==> src/design/pci_status_consts.vh <==
// constants for the configuration status register block
`ifndef PCI_STATUS_CONSTS_VH
`define PCI_STATUS_CONSTS_VH
// dword offsets in configuration space
`define CFG_OFF_CMD_STATUS 8'h04
`define CFG_OFF_CAP_PTR 8'h34
// status bit positions within the dword
`define ST_DET_PAR 31
`define ST_SIG_SERR 30
`define ST_RCV_MABORT 29
`define ST_RCV_TABORT 28
`define ST_SIG_TABORT 27
`define ST_DEVSEL_HI 26
`define ST_DEVSEL_LO 25
`define ST_MDATA_PAR 24
`define ST_FAST_B2B 23
`define ST_CAP_LIST 20
// command bit positions
`define CMD_PAR_RESP 6
`define CMD_SERR_EN 8
`define CMD_WIDTH 11
`define CMD_WRITE_MASK 11'h157
`define CMD_RESET 11'h000
// fixed field values
`define DEVSEL_MEDIUM 2'h1
`define CAP_PTR_DEFAULT 8'hdc
`define STICKY_RESET 1'h0
`endif

==> src/design/pci_config_status_register.v <==
// configuration command/status dword with sticky bus event flags
//
// Summary of operation
// - detected parity error flag sets on any parity error, regardless of parity response.
// - signalled system error flag sets whenever the device drives SERR.
// - received master abort flag sets when our master cycle master-aborts.
// - received target abort flag sets when our master cycle is target-aborted.
// - signalled target abort bit always reads zero.
// - devsel timing field always reads medium, 01.
// - master parity flag sets on PERR while mastering with parity response on.
// - fast back-to-back capable bit always reads one.
// - capabilities list bit mirrors the power management enable from EEPROM.
// - capabilities pointer holds offset of first capability item while power management is enabled, else reads zero.
// - reserved bits 19 to 16 read zero.
// - bits 21 and 22 read zero.
// - command parity response bit gates parity action, resets to zero.
// - command SERR enable gates the SERR driver, resets to zero.
`timescale 1ns/1ps
`include "pci_status_consts.vh"
module pci_config_status_register #(
    parameter [7:0] CAP_PTR = `CAP_PTR_DEFAULT
) (
    // clock and reset
    input wire i_clk_sys,
    input wire i_reset,
    // configuration access from the target logic
    input wire i_cfg_wr,
    input wire i_cfg_rd,
    input wire [7:0] i_cfg_addr,
    input wire [3:0] i_cfg_be,
    input wire [31:0] i_cfg_wdata,
    output reg [31:0] o_cfg_rdata,
    output reg o_cfg_ack,
    // event pulses from master and target logic
    input wire i_parity_err,
    input wire i_addr_parity_err,
    input wire i_perr_seen,
    input wire i_master_active,
    input wire i_master_abort,
    input wire i_target_abort,
    // eeprom strap, power management enable
    input wire i_pm_enable,
    // control out
    output reg o_serr_drive,
    output reg o_par_resp_en,
    output reg o_serr_en
);

// ----------------------------------------
// state
// ----------------------------------------
reg [`CMD_WIDTH-1:0] command;
reg det_par;
reg sig_serr;
reg rcv_mabort;
reg rcv_tabort;
reg mdata_par;
reg pm_enable;
wire hit_cs;
wire hit_cap;
wire wr_cs;
wire wr_hi;
wire serr_event;
wire set_det_par;
wire set_sig_serr;
wire set_rcv_mabort;
wire set_rcv_tabort;
wire set_mdata_par;
wire clr_det_par;
wire clr_sig_serr;
wire clr_rcv_mabort;
wire clr_rcv_tabort;
wire clr_mdata_par;
wire [15:0] status_word;
wire [`CMD_WIDTH-1:0] next_command;

// ----------------------------------------
// address decode
// ----------------------------------------
assign hit_cs = (i_cfg_addr == `CFG_OFF_CMD_STATUS);
assign hit_cap = (i_cfg_addr == `CFG_OFF_CAP_PTR);
assign wr_cs = i_cfg_wr & hit_cs;
// status write-one-clear needs the upper byte lane
assign wr_hi = wr_cs & i_cfg_be[3];

// ----------------------------------------
// event qualification
// ----------------------------------------
// serr only when enabled and parity response on
assign serr_event = i_addr_parity_err & command[`CMD_SERR_EN] & command[`CMD_PAR_RESP];
// detection is recorded even with parity response off
assign set_det_par = i_parity_err | i_addr_parity_err;
// the flag follows the pin request, so it lags the event by two clocks
assign set_sig_serr = o_serr_drive;
assign set_rcv_mabort = i_master_abort;
assign set_rcv_tabort = i_target_abort;
// all three together: perr, our own master cycle, response on
assign set_mdata_par = i_perr_seen & i_master_active & command[`CMD_PAR_RESP];

// ----------------------------------------
// write-one-clear strobes
// ----------------------------------------
// a zero data bit leaves its flag alone
assign clr_det_par = wr_hi & i_cfg_wdata[`ST_DET_PAR];
assign clr_sig_serr = wr_hi & i_cfg_wdata[`ST_SIG_SERR];
assign clr_rcv_mabort = wr_hi & i_cfg_wdata[`ST_RCV_MABORT];
assign clr_rcv_tabort = wr_hi & i_cfg_wdata[`ST_RCV_TABORT];
assign clr_mdata_par = wr_hi & i_cfg_wdata[`ST_MDATA_PAR];

// ----------------------------------------
// read image
// ----------------------------------------
// unlisted bits are constant zero, so writes never reach them
assign status_word = {det_par, sig_serr, rcv_mabort, rcv_tabort,
                      1'h0,
                      `DEVSEL_MEDIUM,
                      mdata_par,
                      1'h1,
                      2'h0,
                      pm_enable,
                      4'h0};

// only writable command bits take byte-lane data
assign next_command = (command & ~`CMD_WRITE_MASK) |
                      ({i_cfg_be[1] ? i_cfg_wdata[10:8] : command[10:8],
                        i_cfg_be[0] ? i_cfg_wdata[7:0] : command[7:0]} & `CMD_WRITE_MASK);

// ----------------------------------------
// command register
// ----------------------------------------
always @(posedge i_clk_sys or posedge i_reset)
begin
    if (i_reset)
        command <= `CMD_RESET;
    else if (i_cfg_wr && hit_cs)
        command <= next_command;
end

// ----------------------------------------
// sticky flags, a set beats a same-cycle clear
// ----------------------------------------
// detected parity error
always @(posedge i_clk_sys or posedge i_reset)
begin
    if (i_reset)
        det_par <= `STICKY_RESET;
    else
        det_par <= set_det_par | (det_par & ~clr_det_par);
end

// signalled system error
always @(posedge i_clk_sys or posedge i_reset)
begin
    if (i_reset)
        sig_serr <= `STICKY_RESET;
    else
        sig_serr <= set_sig_serr | (sig_serr & ~clr_sig_serr);
end

// received master abort
always @(posedge i_clk_sys or posedge i_reset)
begin
    if (i_reset)
        rcv_mabort <= `STICKY_RESET;
    else
        rcv_mabort <= set_rcv_mabort | (rcv_mabort & ~clr_rcv_mabort);
end

// received target abort
always @(posedge i_clk_sys or posedge i_reset)
begin
    if (i_reset)
        rcv_tabort <= `STICKY_RESET;
    else
        rcv_tabort <= set_rcv_tabort | (rcv_tabort & ~clr_rcv_tabort);
end

// master data parity error
always @(posedge i_clk_sys or posedge i_reset)
begin
    if (i_reset)
        mdata_par <= `STICKY_RESET;
    else
        mdata_par <= set_mdata_par | (mdata_par & ~clr_mdata_par);
end

// serr request to the pin driver, registered one cycle after the event
always @(posedge i_clk_sys or posedge i_reset)
begin
    if (i_reset)
        o_serr_drive <= 1'h0;
    else
        o_serr_drive <= serr_event;
end

// ----------------------------------------
// strap capture and control outputs
// ----------------------------------------
// strap taken each clock after release; the eeprom loader holds it steady
always @(posedge i_clk_sys or posedge i_reset)
begin
    if (i_reset)
    begin
        pm_enable <= 1'b0;
        o_par_resp_en <= 1'b0;
        o_serr_en <= 1'b0;
    end
    else
    begin
        pm_enable <= i_pm_enable;
        o_par_resp_en <= next_command[`CMD_PAR_RESP] & i_cfg_wr & hit_cs |
                         command[`CMD_PAR_RESP] & ~(i_cfg_wr & hit_cs);
        o_serr_en <= next_command[`CMD_SERR_EN] & i_cfg_wr & hit_cs |
                     command[`CMD_SERR_EN] & ~(i_cfg_wr & hit_cs);
    end
end

// ----------------------------------------
// read port, one cycle answer
// ----------------------------------------
always @(posedge i_clk_sys or posedge i_reset)
begin
    if (i_reset)
    begin
        o_cfg_rdata <= 32'h0000_0000;
        o_cfg_ack <= 1'b0;
    end
    else
    begin
        o_cfg_ack <= i_cfg_rd | i_cfg_wr;
        if (i_cfg_rd && hit_cs)
            o_cfg_rdata <= {status_word, 5'h00, command};
        else if (i_cfg_rd && hit_cap)
            o_cfg_rdata <= {24'h000000, pm_enable ? CAP_PTR : 8'h00};
        else
            o_cfg_rdata <= 32'h0000_0000;
    end
end

endmodule // pci_config_status_register

==> config.mk <==
export PLATFORM = sky130hd
export DESIGN_NAME = pci_config_status_register
export DESIGN_NICKNAME = d
export VERILOG_FILES = /design/src/design/pci_config_status_register.v
export VERILOG_INCLUDE_DIRS = /design/src /design/src/design
export SDC_FILE = /design/constraint.sdc
export NUM_CORES = 1
export LEC_CHECK = 0
export BUFFER_PORTS_ARGS = -buffer_cell sky130_fd_sc_hd__buf_4
export CAP_MARGIN = 20
export CORE_MARGIN = 3
export CORE_UTILIZATION = 40
export CTS_CLUSTER_DIAMETER = 80
export CTS_CLUSTER_SIZE = 25
export DETAILED_ROUTE_END_ITERATION = 16
export GPL_ROUTABILITY_DRIVEN = 0
export PLACE_DENSITY = 0.89
export RECOVER_POWER = 100
export SKIP_LAST_GASP = 1
export SLEW_MARGIN = 5
export SYNTH_ARGS = -nofsm -noshare
export SYNTH_HDL_FRONTEND = slang
export SYNTH_SLANG_ARGS = --single-unit
export TNS_END_PERCENT = 5
==> constraint.sdc <==
create_clock -name i_clk_sys -period 0.9 [get_ports i_clk_sys]
set_input_delay 0.135 -clock i_clk_sys [delete_from_list [all_inputs] [get_ports i_clk_sys]]
set_output_delay 0.135 -clock i_clk_sys [all_outputs]
set_load 0.005 [all_outputs]
Yosys cells after proc, flatten, opt, wreduce, memory -nomap -nowiden. Cells that the tools add are included.

Flip-flop bits (word level): 53. Bits of input ports: 55. Output and inout port bits: 36. Logic and storage cells: 60.

Equality and inequality tests: 2. Muxes and demuxes: 5. Bitwise logic cells: 38. Reduce and logical (&&, ||, !) cells: 3.

Operators with widths (number): 2-to-1 mux 32 bit (1); AND 1 bit (22); 2-to-1 mux 8 bit (2); bitwise OR 11 x 9 -> 11 bit (1); bitwise OR 1 bit (9); equality test 8 x 3 -> 1 bit, second input constant (1); equality test 8 x 6 -> 1 bit, second input constant (1); 2-to-1 mux 7 bit (1); NOT 1 bit (6); logical AND 1 bit (3); 2-to-1 mux 1 bit (1).

Depth between registers and ports, before layout. Gate-level depths: netlist of run 1.

Depth in word-level cells: 7. Mapped depth: 4. Mapped depth without buffers: 3.

Worst setup path before layout of run 1. No wires, ideal clock.

Path type: input to register. From: input i_cfg_addr[4]. To: register command[0]. Library setup time: 0.125 ns. Data arrival time: 1.026 ns. Data required time: 0.775 ns. Path slack: -0.250 ns. Stages on the path: 3. Path buffers: 0. Cell sequence: nor4_4 nand4_4 mux2_2.

Cells in the longest elaborated chain, start to end: 2.

RTL lines: start: declaration (line pci_config_status_register.v:29) `input wire [7:0] i_cfg_addr,`; equality test 8 x 3 -> 1 bit (no line); logical AND 1 bit (line pci_config_status_register.v:135) `else if (i_cfg_wr && hit_cs)`; end signal: assignment (line pci_config_status_register.v:134) `` command <= `CMD_RESET; ``; end signal: assignment (line pci_config_status_register.v:136) `command <= next_command;`; end: declaration (line pci_config_status_register.v:52) `` reg [`CMD_WIDTH-1:0] command; ``.

Every way passes these cells. A chain may end at the register's enable or synchronous reset.

==> results of run 1 <==
routing by layer:
layer,share of wire,up-vias,wire (µm)
met2,0.51,51,1350
met5,0,-,0
li1,-,427,-
met3,0.10,6,277
met4,0.015,0,40
met1,0.38,447,1000
where the power goes:
part,switching [µW],internal [µW],leakage (µW),total [µW]
registers,8.23,1360,0.000392,1370
clock network,432,378,0.0000353,810
logic,105,129,0.000491,234
total,545,1870,0.000918,2410
kinds of logic after synthesis:
family	count (synthesis)
other cells	1
flops	30
compound gates	9
buf+inv	21
simple gates	30
mux	8
worst max path at each step:
stage	from	end	slack (ps)	cells after the start
after floorplan	i_cfg_addr[4]	command[0]	-250	3
after global placement	i_cfg_addr[3]	o_cfg_rdata[31]	-400	4
after detailed placement	i_cfg_addr[3]	o_cfg_rdata[28]	-430	4
after CTS	o_cfg_rdata[7]	o_cfg_rdata[3]	-110	1
after global routing	o_cfg_rdata[25]	o_cfg_rdata[23]	-130	1
final	o_cfg_rdata[7]	o_cfg_rdata[3]	-90	1
through the flow:
stage | setup TNS (ps) | utilization | worst slack [ps] | hold slack (ps) | total power (µW)
final | -2160 | 0.603 | -87.3 | 39.2 | 2410
after global placement | -9300 | 0.572 | -400 | 162 | 1620
after detailed placement | -10210 | 0.572 | -426 | 171 | 1630
after floorplan | -4750 | - | -250 | 166 | 1510
after global routing | -3870 | 0.603 | -132 | 29.0 | 2540
after CTS | -3180 | 0.602 | -107 | 2.74 | 2450
cell usage after synthesis (all sizes together):
| cell type | number | area, µm² |
|---|---|---|
| and2 | 9 | 56.3 |
| nor4 | 1 | 21.3 |
| nand4 | 4 | 40.0 |
| conb | 1 | 3.75 |
| a21oi | 3 | 15.0 |
| mux2 | 8 | 90.1 |
| o32a | 1 | 10.0 |
| nor2 | 3 | 11.3 |
| o21ai | 1 | 5.00 |
| buf | 19 | 140 |
| and3 | 2 | 12.5 |
| dfrtp | 30 | 751 |
| o22a | 3 | 26.3 |
| nand2b | 3 | 18.8 |
| a21o | 1 | 7.51 |
| nand3 | 1 | 5.00 |
| inv | 2 | 7.51 |
| nand2 | 5 | 18.8 |
| nor4b | 1 | 23.8 |
| or2 | 1 | 6.26 |
layout make-up:
| type | instances | area share |
|---|---|---|
| Clock buffer | 7 | 0.0315 |
| Clock inverter | 1 | 0.00286 |
| Inverter | 2 | 0.00429 |
| Multi-Input combinational cell | 63 | 0.245 |
| Sequential cell | 30 | 0.429 |
| Tap cell | 42 | 0.0300 |
| Timing Repair Buffer | 60 | 0.257 |
timing repair:
action | in CTS | in global routing
resized for setup | 0 | 1
setup buffers | 1 | 0
endpoints found under the setup margin | 42 | 43
hold endpoints to repair | 31 | 1
hold buffers | 2 | 1
==> run_results.csv, run 1 <==
group,metric,value,unit
sta,fin_crit,987,ps
sta,setup_violations,36,
sta,rsz0062_at_grt,"true",
logic_synthesis,ys_warn_count,0,
route,dr.pass1.iters,5,
logic_synthesis,synth_top_family_by_area,"simple AND/OR/NAND/NOR gates",
route,ant_nets,0,
grt,grt_start_max_net_pins,19,
setup_path,slowest_delay,390,ps
clocking,cts_inserted_buffers,5,
floorplan,die-area,3890,µm²
setup_path,path_cells,"buf_4",
status,violations,"negative setup slack",
grt,grt_pass1_vias,955,
pwr,peakVddDrop,0.591,mV
layout,multi_input_area,429,µm²
layout,syn_to_final_growth,37.7,%
worst_hold_path,hp-class,"input port to register",
clocking,clock-sinks,30,
setup_path,arrival,850,ps
pwr,pwr_density_cell,1380,nW/µm²
floorplan,start_util,0.438,
worst_hold_path,min_delay_path_depth,2,
route,vias,931,
route,vias_per_cell,4.54,
pwr,p_leak,0.000918,µW
floorplan,fp.dieH,62.3,µm
layout,layout_commonest_cell,"buf_4",
setup_path,start_kind,"register",
setup_path,endpoint_kind,"output port",
layout,fillers,253,
route,drt_iter0_drc,31,
placement,placed_cells,193,
grt,grt_util_met1,0.163,
grt,grt_use_met2,0.253,
logic_synthesis,netlist_area,1270,µm²
grt,grt_pass1_wl,4470,µm
layout,fin_area,1750,µm²
layout,largest_reg_flops,14,
sta,max_freq,1010,MHz
floorplan,die_w,62.3,µm
layout,layout_common_cells,"52 x buf_4, 30 x dfrtp_1, 16 x conb_1",
setup_path,crit_buf_inv,1,
clocking,cts-root-buf,"clkbuf_4",
clocking,htree_levels,2,
logic_synthesis,yosys.area_share.xor_xnor,0,
clocking,cts_tree,"yes",
logic_synthesis,synth_adder_area_share,0,
layout,reg_top3,"o_cfg_rdata (14), command (6)",
route,drc,0,
setup_path,crit_required,760,ps
placement,detailed_place.area,1660,µm²
layout,regMostFlops,"o_cfg_rdata",
logic_synthesis,synth-simple-area-share,0.168,
status,status,"finished with violations",
setup_path,r2r-end,"sig_serr",
layout,final_cells,205,
placement,hpwl,2170,µm
grt,grt_usage,0.150,
job,drv_cap,0,
clocking,clkTransAtPathRegs,90,ps
clocking,clock_latency,320,ps
logic_synthesis,syn_inst,99,
setup_path,path_max_fanout,2,
logic_synthesis,syn_area_per_cell,12.8,µm²
logic_synthesis,yosys_register_bits,30,
route,wirelength,2670,µm
logic_synthesis,ys_seq_area_frac,0.591,
route,drt-wirelength-per-cell,13.0,µm
logic_synthesis,synth.distinct_cells,22,
grt,busiest_layer,"met2",
grt,antenna_found_initial,0,
sta,drv_slew,0,
setup_path,rr_worst_depth,3,
grt,grt_overflow,0,
setup_path,r2r_slack,-10,ps
setup_path,critPathSlowestCell,"dfrtp_1",
worst_hold_path,holdCritStartpoint,"i_target_abort",
setup_path,cp_top_family,"flip-flops",
layout,num_antenna_cells,0,
floorplan,core.rowCount,19,
logic_synthesis,synth_compound_area_frac,0.0502,
setup_path,crit_type,"register to output port",
clocking,cts_buffer_depth,2,
setup_path,r2r-start,"o_serr_drive",
sta,skew,8.22,ps
logic_synthesis,synthMuxAreaShare,0.0709,
layout,drive_above_1_share,0.466,
floorplan,coreArea,2900,µm²
layout,seq_area,751,µm²
sta,fin_crit_sh,1.10,
worst_hold_path,hold_end,"rcv_tabort",
floorplan,ios,91,
sta,final-hold-violation-count,0,
placement,port_buffers,52,
layout,nets,217,
grt,grtUsageMet3,0.0721,
sta,worst_slack,-87.3,ps
No activity file was read; power rests on OpenSTA's default activity.
==> inputs of run 2 (changes only) <==
--- a/config.mk
+++ b/config.mk
@@ -14,8 +14,9 @@
 export CTS_CLUSTER_SIZE = 25
 export DETAILED_ROUTE_END_ITERATION = 16
 export GPL_ROUTABILITY_DRIVEN = 0
-export PLACE_DENSITY = 0.89
+export PLACE_DENSITY_LB_ADDON = 0.08
 export RECOVER_POWER = 100
+export SKIP_CTS_REPAIR_TIMING = 1
 export SKIP_LAST_GASP = 1
 export SLEW_MARGIN = 5
 export SYNTH_ARGS = -nofsm -noshare
==> run_results.csv, run 2 (synthesized netlist as in run 1, its figures left out) <==
group,metric,value,unit
setup_path,endpoint_kind,"output port",
route,ant_nets,0,
route,wirelength,2540,µm
layout,fin_area,1770,µm²
layout,syn_to_final_growth,39.7,%
grt,grt_overflow,0,
clocking,htree_levels,2,
floorplan,die_w,62.3,µm
layout,nets,220,
sta,worst_slack,-90.5,ps
setup_path,crit_buf_inv,1,
layout,reg_top3,"o_cfg_rdata (14), command (6)",
placement,hpwl,2000,µm
clocking,clkTransAtPathRegs,90,ps
layout,fillers,268,
placement,port_buffers,52,
sta,rsz0062_at_grt,"true",
pwr,p_int,1870,µW
setup_path,path_cells,"buf_4",
floorplan,fp.dieH,62.3,µm
pwr,p_seq_frac,0.571,
clocking,cts_tree,"yes",
grt,grt_pass1_vias,901,
layout,num_antenna_cells,0,
sta,final-hold-violation-count,0,
sta,fin_crit_sh,1.10,
clocking,clock_latency,320,ps
pwr,p_sw,530,µW
floorplan,ios,91,
clocking,clock-sinks,30,
setup_path,cp_top_family,"flip-flops",
layout,seq_area,751,µm²
placement,detailed_place.area,1690,µm²
layout,multi_input_area,428,µm²
floorplan,core.rowCount,19,
worst_hold_path,hp-class,"input port to register",
clocking,cts_inserted_buffers,5,
status,violations,"negative setup slack",
layout,drive_above_1_share,0.476,
setup_path,critPathSlowestCell,"dfrtp_1",
pwr,p_comb_frac,0.094,
pwr,pwr_density_cell,1350,nW/µm²
floorplan,coreArea,2900,µm²
setup_path,arrival,860,ps
setup_path,crit_required,760,ps
layout,regMostFlops,"o_cfg_rdata",
route,drt_iter0_drc,15,
setup_path,crit_type,"register to output port",
pwr,clockPowerShare,0.334,
grt,grt_start_max_net_pins,31,
layout,largest_reg_flops,14,
route,vias_per_cell,4.29,
job,drv_cap,0,
sta,setup_violations,39,
sta,skew,7.05,ps
pwr,p_leak,0.000936,µW
floorplan,start_util,0.438,
pwr,peakVddDrop,0.890,mV
grt,grt_pass1_wl,4330,µm
layout,layout_commonest_cell,"buf_4",
grt,antenna_found_initial,0,
layout,layout_common_cells,"55 x buf_4, 30 x dfrtp_1, 16 x conb_1",
setup_path,slowest_delay,400,ps
route,vias,892,
sta,fin_crit,991,ps
setup_path,path_max_fanout,2,
clocking,cts_buffer_depth,2,
route,dr.pass1.iters,4,
layout,fin_util,0.612,
grt,grt_usage,0.145,
sta,max_freq,1010,MHz
floorplan,die-area,3890,µm²
pwr,switching_share,0.221,
route,drt-wirelength-per-cell,12.2,µm
clocking,cts-root-buf,"clkbuf_4",
route,drc,0,
setup_path,start_kind,"register",
sta,drv_slew,0,
status,status,"finished with violations",
[run 2: worst paths after layout]
path / from / endpoint / slack, ps / depth (start not counted)
setup / recovery: o_cfg_rdata[7] / o_cfg_rdata[3] / -90 / 1
hold / removal: i_cfg_rd / o_cfg_ack / 20 / 2
setup reg to reg: command[6] / mdata_par / 20 / 3
hold reg to reg: pm_enable / o_cfg_rdata[20] / 480 / 1
max in group asynchronous: i_reset / o_cfg_rdata[6] / 140 / 4
min in group asynchronous: i_reset / o_cfg_rdata[25] / 470 / 4
[run 2: power by group through the flow]
stage / clock network, µW / registers (µW) / logic, µW
CTS: 838 / 1370 / 229
global placement: 0 / 1400 / 223
floorplan: 0 / 1390 / 118
finish: 802 / 1370 / 226
global route: 917 / 1370 / 255
detailed placement: 0 / 1400 / 228
[run 2: routing by layer]
metal  routed length [µm]  GRT usage  part of all wire
met5                    0          0                 0
met2                 1330      0.243              0.52
met3                  221     0.0613             0.087
met1                  943      0.164              0.37
met4                   41     0.0579             0.016
[run 2: layout make-up]
cell class	count	area share
Tap cell	42	0.0296
Clock inverter	1	0.00282
Inverter	2	0.00423
Clock buffer	7	0.0310
Sequential cell	30	0.423
Timing Repair Buffer	63	0.268
Multi-Input combinational cell	63	0.241
[run 2: stage by stage]
stage	hold slack, ps	power (µW)	std cells	setup TNS (ps)	setup slack [ps]
after floorplan	166	1510	114	-4750	-250
after global placement	189	1620	195	-9340	-415
after detailed placement	191	1630	195	-9910	-445
after CTS	-168	2440	203	-2630	-113
after global routing	3.89	2550	208	-3800	-137
final	18.2	2400	208	-1810	-90.5
